===== src/obd_map.svh =====
// Purpose: Bit positions, reset values and timing counts for the option byte decoder
// Assumes: Byte 0 and byte 1 are eight bits each
// Notes:   Definitions only
`ifndef OBD_MAP_SVH
`define OBD_MAP_SVH

// Byte 0 field positions
`define OBD_B0_WDG_HALT_BIT    7
`define OBD_B0_WDG_TYPE_BIT    6
`define OBD_B0_VD_BIT          4
`define OBD_B0_PLL_OFF_BIT     3
`define OBD_B0_PKG_HI          2
`define OBD_B0_PKG_LO          1
`define OBD_B0_RDP_BIT         0
// Byte 1 field positions
`define OBD_B1_REMAP_HI        7
`define OBD_B1_REMAP_LO        6
`define OBD_B1_CLOCK_SOURCE_TYPE_HI      5
`define OBD_B1_CLOCK_SOURCE_TYPE_LO      4
`define OBD_B1_RANGE_HI        3
`define OBD_B1_RANGE_LO        2
`define OBD_B1_RSTDLY_BIT      0
// Shipped contents
`define OBD_B0_DEFAULT         8'hFF
`define OBD_B1_DEFAULT         8'hEF
// Reset delay lengths in CPU cycles
`define OBD_DELAY_LONG         13'h1000
`define OBD_DELAY_SHORT        13'h0100

`endif


===== src/obd_pkg.sv =====
// Purpose: Types shared by the option byte decoder files
// Assumes: Nothing beyond the map header
// Notes:   Encodings follow the stored field values
package obd_pkg;

  typedef enum logic [1:0] {
    OBD_PKG_32 = 2'b00,
    OBD_PKG_44 = 2'b01,
    OBD_PKG_64 = 2'b10
  } obd_package_t;

  typedef enum logic [1:0] {
    OBD_CLK_RESONATOR = 2'b00,
    OBD_CLK_RESERVED  = 2'b01,
    OBD_CLK_INTERNAL  = 2'b10,
    OBD_CLK_EXTERNAL  = 2'b11
  } obd_clk_src_t;

  typedef enum logic [1:0] {
    OBD_RANGE_LOW_POWER    = 2'b00,
    OBD_RANGE_MEDIUM_POWER = 2'b01,
    OBD_RANGE_MEDIUM_SPEED = 2'b10,
    OBD_RANGE_HIGH_SPEED   = 2'b11
  } obd_osc_range_t;

  // Decoded settings handed to the core
  typedef struct packed {
    logic           voltage_detector_on;
    logic           clock_doubler_on;
    obd_package_t   package_select;
    logic           readout_protect;
    logic           watchdog_reset_on_halt;
    logic           watchdog_hw_always_on;
    logic           remap_compare_capture;
    logic           remap_capture_b;
    obd_clk_src_t   clock_source_type;
    obd_osc_range_t oscillator_range;
    logic           reset_delay_long;
  } obd_settings_t;

  // Pin routing decided by the remap bits
  typedef struct packed {
    logic compare_on_port_b;  // Compare outputs on PB6/PB7 instead of PD3/PD5
    logic capture_a_on_pc0;   // Capture A from PC0 instead of PD4
    logic serial_two_enable;  // Serial two on PD3/PD5/PD4
    logic capture_b_on_pc1;   // Capture B from PC1 instead of PD1
  } obd_routing_t;

endpackage : obd_pkg


===== src/obd_option_store.sv =====
// Purpose: Non-volatile holding place for the two option bytes
// Assumes: Written only in programming mode by the external tool
// Notes:   Read data comes out of a register
`timescale 1ns/10ps
`default_nettype none
`include "obd_map.svh"

module obd_option_store (
  // Clock and reset
  input  wire logic       clk,
  input  wire logic       rst,
  // Access port
  input  wire logic       wr_en,
  input  wire logic       sel,
  input  wire logic [7:0] wr_data,
  input  wire logic       erase,
  output logic      [7:0] rd_data_0,
  output logic      [7:0] rd_data_1
);

  // A fresh part powers up holding the shipped pattern, never an unknown
  logic [7:0] byte_reg [2] = '{`OBD_B0_DEFAULT, `OBD_B1_DEFAULT};
  logic [7:0] byte_next [2];
  logic [7:0] rd0_reg      = `OBD_B0_DEFAULT;
  logic [7:0] rd1_reg      = `OBD_B1_DEFAULT;

  // Erase returns both bytes to their shipped contents
  always_comb begin
    byte_next[0] = byte_reg[0];
    byte_next[1] = byte_reg[1];
    if (erase) begin
      byte_next[0] = `OBD_B0_DEFAULT;
      byte_next[1] = `OBD_B1_DEFAULT;
    end else if (wr_en) begin
      byte_next[sel] = wr_data;
    end
  end

  // Contents survive rst, as a non-volatile cell would
  always_ff @(posedge clk) begin
    byte_reg[0] <= byte_next[0];
    byte_reg[1] <= byte_next[1];
    rd0_reg     <= byte_next[0];
    rd1_reg     <= byte_next[1];
  end

  assign rd_data_0 = rst ? rd0_reg : rd0_reg;
  assign rd_data_1 = rd1_reg;

endmodule : obd_option_store
`default_nettype wire


===== src/obd_delay_counter.sv =====
// Purpose: Counts the CPU cycles of the reset and halt-exit delay
// Assumes: Start pulse comes from the same clock
// Notes:   Busy is high for exactly the loaded number of cycles
`timescale 1ns/10ps
`default_nettype none

module obd_delay_counter #(
  parameter int WIDTH = 13
) (
  // Clock and reset
  input  wire logic             clk,
  input  wire logic             rst,
  // Control
  input  wire logic             start,
  input  wire logic [WIDTH-1:0] length,
  output logic                  busy
);

  logic [WIDTH-1:0] count_reg;
  logic [WIDTH-1:0] count_next;

  // Load on start, then count down to zero
  always_comb begin
    count_next = count_reg;
    if (start) begin
      count_next = length;
    end else if (count_reg != '0) begin
      count_next = count_reg - WIDTH'(1);
    end
  end

  always_ff @(posedge clk) begin
    if (rst) begin
      count_reg <= '0;
    end else begin
      count_reg <= count_next;
    end
  end

  assign busy = (count_reg != '0);

endmodule : obd_delay_counter
`default_nettype wire


===== src/obd_option_decoder.sv =====
// Purpose: Decodes the two static option bytes into device settings
// Assumes: Bytes change only in programming mode; core leaves reset after capture
// Notes:   Settings are frozen from reset release until the next reset
`timescale 1ns/10ps
`default_nettype none
`include "obd_map.svh"

////////////////////////////////////////////////////////////////////////////////
// Notes on behaviour
// - Voltage detector bit 0 turns detector on, 1 keeps it off.
// - Doubler disable bit 0 enables times-two multiplier, 1 bypasses it.
// - Package field: 1x gives 64 pins, 01 gives 44, 00 gives 32.
// - Pads unbonded in the chosen package become inputs with pull-up.
// - Protection bit 0 blocks memory read-out and flash writes.
// - Erasing bytes under protection first erases all user memory.
// - Remap bit 1 moves compare, capture A and serial two pins.
// - Remap bit 0 picks capture B from PD1 or PC1.
// - Clock type: 00 resonator, 01 reserved, 10 internal, 11 external.
// - Range field picks 1-2, 2-4, 4-8 or 8-16 MHz resonator.
// - Reset delay bit 0 gives 4096 cycles, 1 gives 256.
// - Shipped: byte 0 all ones, byte 1 all ones but low type bit.
// - Watchdog-on-halt bit 1 resets on halt entry while watchdog runs.
// - Watchdog type bit 0 keeps watchdog always on by hardware.
// - Option bytes are unmapped, reached only in programming mode.
module obd_option_decoder #(
  parameter int PAD_COUNT   = 48,
  parameter int DELAY_WIDTH = 13
) (
  // Clock and reset
  input  wire logic                  clk,
  input  wire logic                  rst,
  // Programming port, live only in programming mode
  input  wire logic                  prog_mode,
  input  wire logic                  prog_wr_en,
  input  wire logic                  prog_sel,
  input  wire logic [7:0]            prog_wr_data,
  input  wire logic                  prog_erase,
  input  wire logic                  user_mem_erase_done,
  output logic                       user_mem_erase_req,
  output logic      [7:0]            prog_rd_data,
  // Pad bonding map per package
  input  wire logic [PAD_COUNT-1:0]  pad_bonded_44,
  input  wire logic [PAD_COUNT-1:0]  pad_bonded_32,
  output logic      [PAD_COUNT-1:0]  pad_force_input_pullup,
  // Core side events
  input  wire logic                  halt_entry,
  input  wire logic                  watchdog_running,
  input  wire logic                  halt_exit,
  input  wire logic                  watchdog_sw_enable,
  // Decoded settings
  output obd_pkg::obd_settings_t     settings,
  output obd_pkg::obd_routing_t      routing,
  output logic                       watchdog_enabled,
  output logic                       watchdog_halt_reset,
  output logic                       memory_readout_block,
  output logic                       flash_write_block,
  output logic                       reset_delay_busy
);

  ////////////////////////////////////////////////////////////////////////////
  // Decode functions, used only to capture the shown settings from the stored bytes during reset

  function automatic obd_pkg::obd_package_t decode_package(input logic [1:0] f);
    obd_pkg::obd_package_t p;
    p = obd_pkg::OBD_PKG_32;
    if (f[1]) begin
      p = obd_pkg::OBD_PKG_64;
    end else if (f[0]) begin
      p = obd_pkg::OBD_PKG_44;
    end
    return p;
  endfunction : decode_package

  function automatic obd_pkg::obd_settings_t decode_bytes(input logic [7:0] b0,
                                                          input logic [7:0] b1);
    obd_pkg::obd_settings_t s;
    s.voltage_detector_on    = ~b0[`OBD_B0_VD_BIT];
    s.clock_doubler_on       = ~b0[`OBD_B0_PLL_OFF_BIT];
    s.package_select         = decode_package(b0[`OBD_B0_PKG_HI:`OBD_B0_PKG_LO]);
    s.readout_protect        = ~b0[`OBD_B0_RDP_BIT];
    s.watchdog_reset_on_halt = b0[`OBD_B0_WDG_HALT_BIT];
    s.watchdog_hw_always_on  = ~b0[`OBD_B0_WDG_TYPE_BIT];
    s.remap_compare_capture  = b1[`OBD_B1_REMAP_HI];
    s.remap_capture_b        = b1[`OBD_B1_REMAP_LO];
    s.clock_source_type      = obd_pkg::obd_clk_src_t'(b1[`OBD_B1_CLOCK_SOURCE_TYPE_HI:`OBD_B1_CLOCK_SOURCE_TYPE_LO]);
    s.oscillator_range       = obd_pkg::obd_osc_range_t'(b1[`OBD_B1_RANGE_HI:`OBD_B1_RANGE_LO]);
    s.reset_delay_long       = ~b1[`OBD_B1_RSTDLY_BIT];
    return s;
  endfunction : decode_bytes

  ////////////////////////////////////////////////////////////////////////////
  // Option storage; writes only reach it in programming mode

  typedef enum logic [1:0] {
    OBD_ST_IDLE    = 2'b00,
    OBD_ST_WIPE    = 2'b01,
    OBD_ST_CLEAR   = 2'b10
  } obd_erase_state_t;

  obd_erase_state_t erase_state_reg;
  obd_erase_state_t erase_state_next;
  logic [7:0]       store_b0;
  logic [7:0]       store_b1;
  logic             store_wr;
  logic             store_erase;
  logic             protected_now;

  assign protected_now = ~store_b0[`OBD_B0_RDP_BIT];
  // Protected parts refuse byte writes until an erase clears protection
  assign store_wr      = prog_mode && prog_wr_en && !protected_now
                         && (erase_state_reg == OBD_ST_IDLE);
  assign store_erase   = (erase_state_reg == OBD_ST_CLEAR);

  obd_option_store u_store (
    .clk       (clk),
    .rst       (rst),
    .wr_en     (store_wr),
    .sel       (prog_sel),
    .wr_data   (prog_wr_data),
    .erase     (store_erase),
    .rd_data_0 (store_b0),
    .rd_data_1 (store_b1)
  );

  // Erase sequence: user memory first when protected, then option bytes
  always_comb begin
    erase_state_next = erase_state_reg;
    unique case (erase_state_reg)
      OBD_ST_IDLE: begin
        if (prog_mode && prog_erase) begin
          erase_state_next = protected_now ? OBD_ST_WIPE : OBD_ST_CLEAR;
        end
      end
      OBD_ST_WIPE: begin
        if (user_mem_erase_done) begin
          erase_state_next = OBD_ST_CLEAR;
        end
      end
      OBD_ST_CLEAR: begin
        erase_state_next = OBD_ST_IDLE;
      end
      default: begin
        erase_state_next = OBD_ST_IDLE;
      end
    endcase
  end

  always_ff @(posedge clk) begin
    if (rst) begin
      erase_state_reg <= OBD_ST_IDLE;
    end else begin
      erase_state_reg <= erase_state_next;
    end
  end

  assign user_mem_erase_req = (erase_state_reg == OBD_ST_WIPE);

  ////////////////////////////////////////////////////////////////////////////
  // Programming read-back, registered; zero outside programming mode

  logic [7:0] rd_reg;
  logic [7:0] rd_next;

  always_comb begin
    rd_next = 8'h00;
    if (prog_mode) begin
      rd_next = prog_sel ? store_b1 : store_b0;
    end
  end

  always_ff @(posedge clk) begin
    if (rst) begin
      rd_reg <= 8'h00;
    end else begin
      rd_reg <= rd_next;
    end
  end

  assign prog_rd_data = rd_reg;

  ////////////////////////////////////////////////////////////////////////////
  // Capture during reset, freeze afterwards

  obd_pkg::obd_settings_t set_reg;
  obd_pkg::obd_settings_t set_next;
  logic                   rst_seen_reg;

  // Each reset cycle loads the decode of the stored bytes; the last one is kept
  always_comb begin
    set_next = set_reg;
    if (rst) begin
      set_next = decode_bytes(store_b0, store_b1);
    end
  end

  always_ff @(posedge clk) begin
    set_reg <= set_next;
  end

  // Delay starts on reset release and on each halt exit
  always_ff @(posedge clk) begin
    if (rst) begin
      rst_seen_reg <= 1'b1;
    end else begin
      rst_seen_reg <= 1'b0;
    end
  end

  assign settings = set_reg;

  ////////////////////////////////////////////////////////////////////////////
  // Derived controls

  logic [DELAY_WIDTH-1:0] delay_len;

  assign delay_len = set_reg.reset_delay_long ? DELAY_WIDTH'(`OBD_DELAY_LONG)
                                              : DELAY_WIDTH'(`OBD_DELAY_SHORT);

  obd_delay_counter #(
    .WIDTH (DELAY_WIDTH)
  ) u_delay (
    .clk    (clk),
    .rst    (rst),
    .start  (rst_seen_reg | halt_exit),
    .length (delay_len),
    .busy   (reset_delay_busy)
  );

  // Pin routing from the remap bits
  assign routing.compare_on_port_b = set_reg.remap_compare_capture;
  assign routing.capture_a_on_pc0  = set_reg.remap_compare_capture;
  assign routing.serial_two_enable = set_reg.remap_compare_capture;
  assign routing.capture_b_on_pc1  = set_reg.remap_capture_b;

  // Watchdog: hardware type cannot be turned off
  assign watchdog_enabled    = set_reg.watchdog_hw_always_on | watchdog_sw_enable;
  assign watchdog_halt_reset = halt_entry & watchdog_running
                               & set_reg.watchdog_reset_on_halt;

  // Protection also covers programming-mode access
  assign memory_readout_block = set_reg.readout_protect;
  assign flash_write_block    = set_reg.readout_protect;

  // Unbonded pads; the 64-pin package bonds every pad
  genvar gi;
  generate
    for (gi = 0; gi < PAD_COUNT; gi++) begin : g_pad
      always_comb begin
        unique case (set_reg.package_select)
          obd_pkg::OBD_PKG_44: pad_force_input_pullup[gi] = ~pad_bonded_44[gi];
          obd_pkg::OBD_PKG_32: pad_force_input_pullup[gi] = ~pad_bonded_32[gi];
          default:             pad_force_input_pullup[gi] = 1'b0;
        endcase
      end
    end
  endgenerate

endmodule : obd_option_decoder
`default_nettype wire


===== config.mk =====
export PLATFORM = sky130hd
export DESIGN_NAME = obd_option_decoder
export DESIGN_NICKNAME = d
export VERILOG_FILES = /design/src/obd_pkg.sv /design/src/obd_option_store.sv /design/src/obd_delay_counter.sv /design/src/obd_option_decoder.sv
export VERILOG_INCLUDE_DIRS = /design/src /design/src/src
export SDC_FILE = /design/constraint.sdc
export NUM_CORES = 1
export LEC_CHECK = 0
export BUFFER_PORTS_ARGS = -buffer_cell sky130_fd_sc_hd__buf_2
export CORE_ASPECT_RATIO = 1.5
export CORE_UTILIZATION = 44
export CTS_CLUSTER_DIAMETER = 120
export DETAILED_ROUTE_END_ITERATION = 6
export PLACE_DENSITY = 0.88
export SYNTH_ARGS = -nofsm -noshare
export SYNTH_HDL_FRONTEND = slang
export SYNTH_SLANG_ARGS = --single-unit

===== constraint.sdc =====
create_clock -name clk -period 2.63 [get_ports clk]
set_input_delay 0.263 -clock clk [delete_from_list [all_inputs] [get_ports clk]]
set_output_delay 0.263 -clock clk [all_outputs]
set_load 0.01 [all_outputs]

==> results list <==
- Capturing element type of the critical path: output port
- Setup repair after global routing left no endpoint under its margin.
- DRT iter0 DRCs: 165
- The register with the most flip-flops in the layout has 16 of them.
- Once the clock tree was built, the setup fixing pass inserted 0 buffers.
- Met2 layer usage reported by global route: 40.4%
- Summing every instance area after synthesis gives 3190 sq um.
- Global routing used between 20% and 30% of the available tracks.
- For the final database, setup skew stands at 0.00780 ns.
- Area share of the largest cell type after synthesis: 35.2%
- The analysis attributes to cell leakage a power of 2.23 nW.
* HPWL after detailed placement: 6970 um
* Highest clock rate: 0.444 GHz
- Routability Congestion: between 0.8 and 0.9
* Critical path destination: reset_delay_busy
- In this run, synthesis produced a sequential element count of 70.
* Resize count post-CTS: 0
- Result of the run: completed
* Most common cell type on the critical path: inv_1
* Critical path class: flop to output port
- Hold repair after CTS inserted 0 buffers.
- In the final timing run, aggregate negative setup slack is 0 ns.
* Crit path buf inv count: 4
- The number of global-route vias before repair is 2910.
- Number of endpoints with negative hold slack in the final report: 0
- Clock-pin slew was measured on the worst setup and hold paths at around 0.08 ns.
- Width of the die: 71.5 um
* DRT Pass-1 Iters: 4
* Number of buffers between clock root and the deepest sink: 2
- R2R Path Start: u_delay.count_reg[0]$_SDFFE_PP0P_
* Num Clock Sinks: 70
- Yosys mapped the design onto 37 distinct sky130hd cell types.
- Path category of the worst min-delay check: primary input to flop
- STA puts the critical path data arrival time at a little under 2 ns.
- Critical path peak fanout: 9
* Crit path from: u_delay.count_reg[0]$_SDFFE_PP0P_
* Average routed wire per standard cell: 15.0 um
- Cell type with the highest aggregate area in the netlist: dfxtp_1
* Remaining max-slew budget at the tightest pin: between 50% and 60%
* GRT Residual Overflow: 0
- Worst reg2reg setup slack: 0.50 ns
- STA classifies the critical path startpoint as a flop.
- Boundary pin count: 195
- Cells along the critical path: inv_1, ha_1, nor4b_1, buf_4, and3_1, inv_1, buf_2
- Pins over their slew limit: 0
- DRC Markers: 0
* Met1 global-route usage: 22.7%
- Clock latency at the later pin of the worst-skew pair: 0.33 ns
* Share of synthesized area occupied by flip-flops and latches: between 40% and 50%
- IR analysis of the VDD net gives a maximum drop of ~740 uV.
- The floorplan has 37 rows.
* Layer carrying the most global-route usage: met2
- In this design, the largest share of critical-path delay is due to buffers and inverters.
- The count of buffers added on input and output ports is about 190.
* Net count of the finished layout: 632
- In this run the number of H-tree levels came out at 3.
* Mapped Avg Cell Area: just under 10 sq um
* Met3 usage: between 9 and 10%
- In this run the critical register-to-register path is captured at u_delay.count_reg[6]$_SDFFE_PP0P_.
- CTS tree: built
- The number of nets handed over by synthesis was 446.
- Synthesis produced a netlist whose cell count is 329.
* Relative area change from synthesis to final layout: 38.4%
* Clock buffer count from CTS: 9
- First-pass GRT wire length: 13200 um
- Prevailing post-synth register cell: dfxtp_1
* Required arrival time at the worst endpoint: 2.37 ns
* Via/cell ratio: 5.24
* Max-cap violations: 0
* Overall routed net length: 8960 um
- The number of cells on the worst reg-to-reg path is 6.
- Synth warnings: 0
* Effective utilization at floorplan: 45.9%
* Vertical extent of the die: approximately 110 um
* P per Cell Area: 827 nW/um^2
* Vias post-DR: 3134
- After layout, the minimum clock period comes to 2.25 ns.
- Slowest stage delay, CP: 0.34 ns
* Number of enable flip-flop cells after synthesis: 14
- Final worst path period share: 85.6%
- Cell at the slowest stage of the critical path: and3_1
- Slew at the pin closest to its max-slew limit: 0.650 ns
* Final antenna diode count: 0
* Root Driver: clkbuf_8
* Final ANT Viol Nets: 0
- The number of antenna violations at the first check in global routing came to 0.
- Largest cells by area after synthesis: dfxtp_1, edfxtp_1, a211oi_1
- Async set-reset flop share out of synthesis: 0%
* Pin count of the biggest net entering global routing: 50
* Area of the die: 7600 sq um
* Core Footprint: between 6000 and 7000 sq um
* Depth of the critical timing path with buffers and inverters included: 7
- Hold is met by about 0.18 ns.
- Layout cells sized above 1: 43.1%
- Setup violations remaining at the end of the flow were counted as 0.
[synthesized netlist by cell type, types with 2 or more instances]
| master | n |
|---|---|
| and3_1 | 2 |
| or3_1 | 3 |
| or4_1 | 3 |
| inv_1 | 11 |
| o21ai_0 | 4 |
| dfxtp_1 | 56 |
| edfxtp_1 | 14 |
| mux2i_1 | 25 |
| xnor2_1 | 2 |
| nor2b_1 | 50 |
| nor2_1 | 15 |
| buf_4 | 7 |
| ha_1 | 2 |
| nand2b_1 | 5 |
| a211oi_1 | 49 |
| nand3b_1 | 2 |
| buf_1 | 7 |
| clkbuf_1 | 14 |
| nand3_1 | 4 |
| o31ai_1 | 3 |
| nor4_1 | 3 |
| or3_2 | 2 |
| nand2_1 | 19 |
| a21oi_1 | 11 |
| nor3_1 | 4 |
[per-stage QoR]
| stage | instances | power, mW | utilization, % | setup slack [ns] | cell area, sq um |
|---|---|---|---|---|---|
| after floorplan | 329 | 2.29 | - | 0.643 | 3190 |
| after global placement | 582 | 2.71 | 60.6 | 0.591 | 4210 |
| after detailed placement | 582 | 2.78 | 60.6 | 0.534 | 4210 |
| after CTS | 598 | 3.66 | 63.5 | 0.349 | 4410 |
| after global routing | 598 | 3.85 | 63.5 | 0.163 | 4410 |
| final | 598 | 3.65 | 63.5 | 0.379 | 4410 |
[routing by layer]
metal	wire length, um	part of all wire, %	up-vias
met5	0	0	-
met4	125	1.4	0
met3	888	9.9	12
met2	4590	51	135
met1	3350	37	1440
li1	-	-	1547
[worst min-delay path by stage]
stage	start	endpoint	slack (ns)	depth (start not counted)
2_1_floorplan	rst	rst_seen_reg$_DFF_P_	0.29	0
6_report	prog_wr_data[2]	u_store.byte_reg[0][10]$_DFF_P_	0.18	3
4_1_cts	prog_wr_data[0]	u_store.rd_data_1[0]$_DFF_P_	0.16	3
5_1_grt	prog_wr_data[4]	u_store.byte_reg[0][4]$_DFF_P_	0.17	3
3_3_place_gp	u_store.rd_data_1[3]$_DFF_P_	settings[2]$_DFFE_PP_	0.41	0
3_5_place_dp	u_store.rd_data_1[5]$_DFF_P_	settings[4]$_DFFE_PP_	0.42	0
[worst register-to-register path, stage by stage, from the launching register on]
cell	delay, ns
dfxtp_1	0.33
inv_1	0.11
ha_1	0.20
or3b_2	0.46
a311o_1	0.38
or3_2	0.42
a21oi_1	0.15
[placed cells by master, fill, tap and decap left out, types with 3 or more instances in the layout]
| cell | Yosys | routed |
|---|---|---|
| buf_2 | 0 | 194 |
| dfxtp_1 | 56 | 56 |
| nor2b_1 | 50 | 50 |
| a211oi_1 | 49 | 49 |
| mux2i_1 | 25 | 25 |
| nand2_1 | 19 | 19 |
| nor2_1 | 15 | 15 |
| edfxtp_1 | 14 | 14 |
| inv_1 | 11 | 11 |
| a21oi_1 | 11 | 11 |
| clkbuf_8 | 0 | 10 |
| buf_4 | 7 | 8 |
| nand2b_1 | 5 | 5 |
| nand3_1 | 4 | 4 |
| nor3_1 | 4 | 4 |
| o21ai_0 | 4 | 4 |
| nor4_1 | 3 | 3 |
| or3_1 | 3 | 3 |
| o31ai_1 | 3 | 3 |
| or4_1 | 3 | 3 |
[area by class of cell]
type	count	area, sq um
well taps	78	97.6
repair buffers	203	1050
clock buffers	10	138
inverters	11	41.3
flip-flops and latches	70	1540
multi-input cells	220	1470
clock inverters	6	68.8
fillers	561	2530
[logic make-up after synthesis]
family	after synthesis	share of synthesized area (%)
simple gates	118	20.9
compound gates	72	15.9
flops	70	48.4
buf+inv	39	5.42
mux	25	7.85
xor+xnor	3	0.824
fa+ha+maj	2	0.785
[report_power, final]
group	switching (mW)	internal, mW	total, mW
Clock	0.419	0.469	0.888
Combinational	0.672	0.532	1.20
Sequential	0.155	1.40	1.56
Total	1.25	2.40	3.65
(Power assumes the default switching activity.)
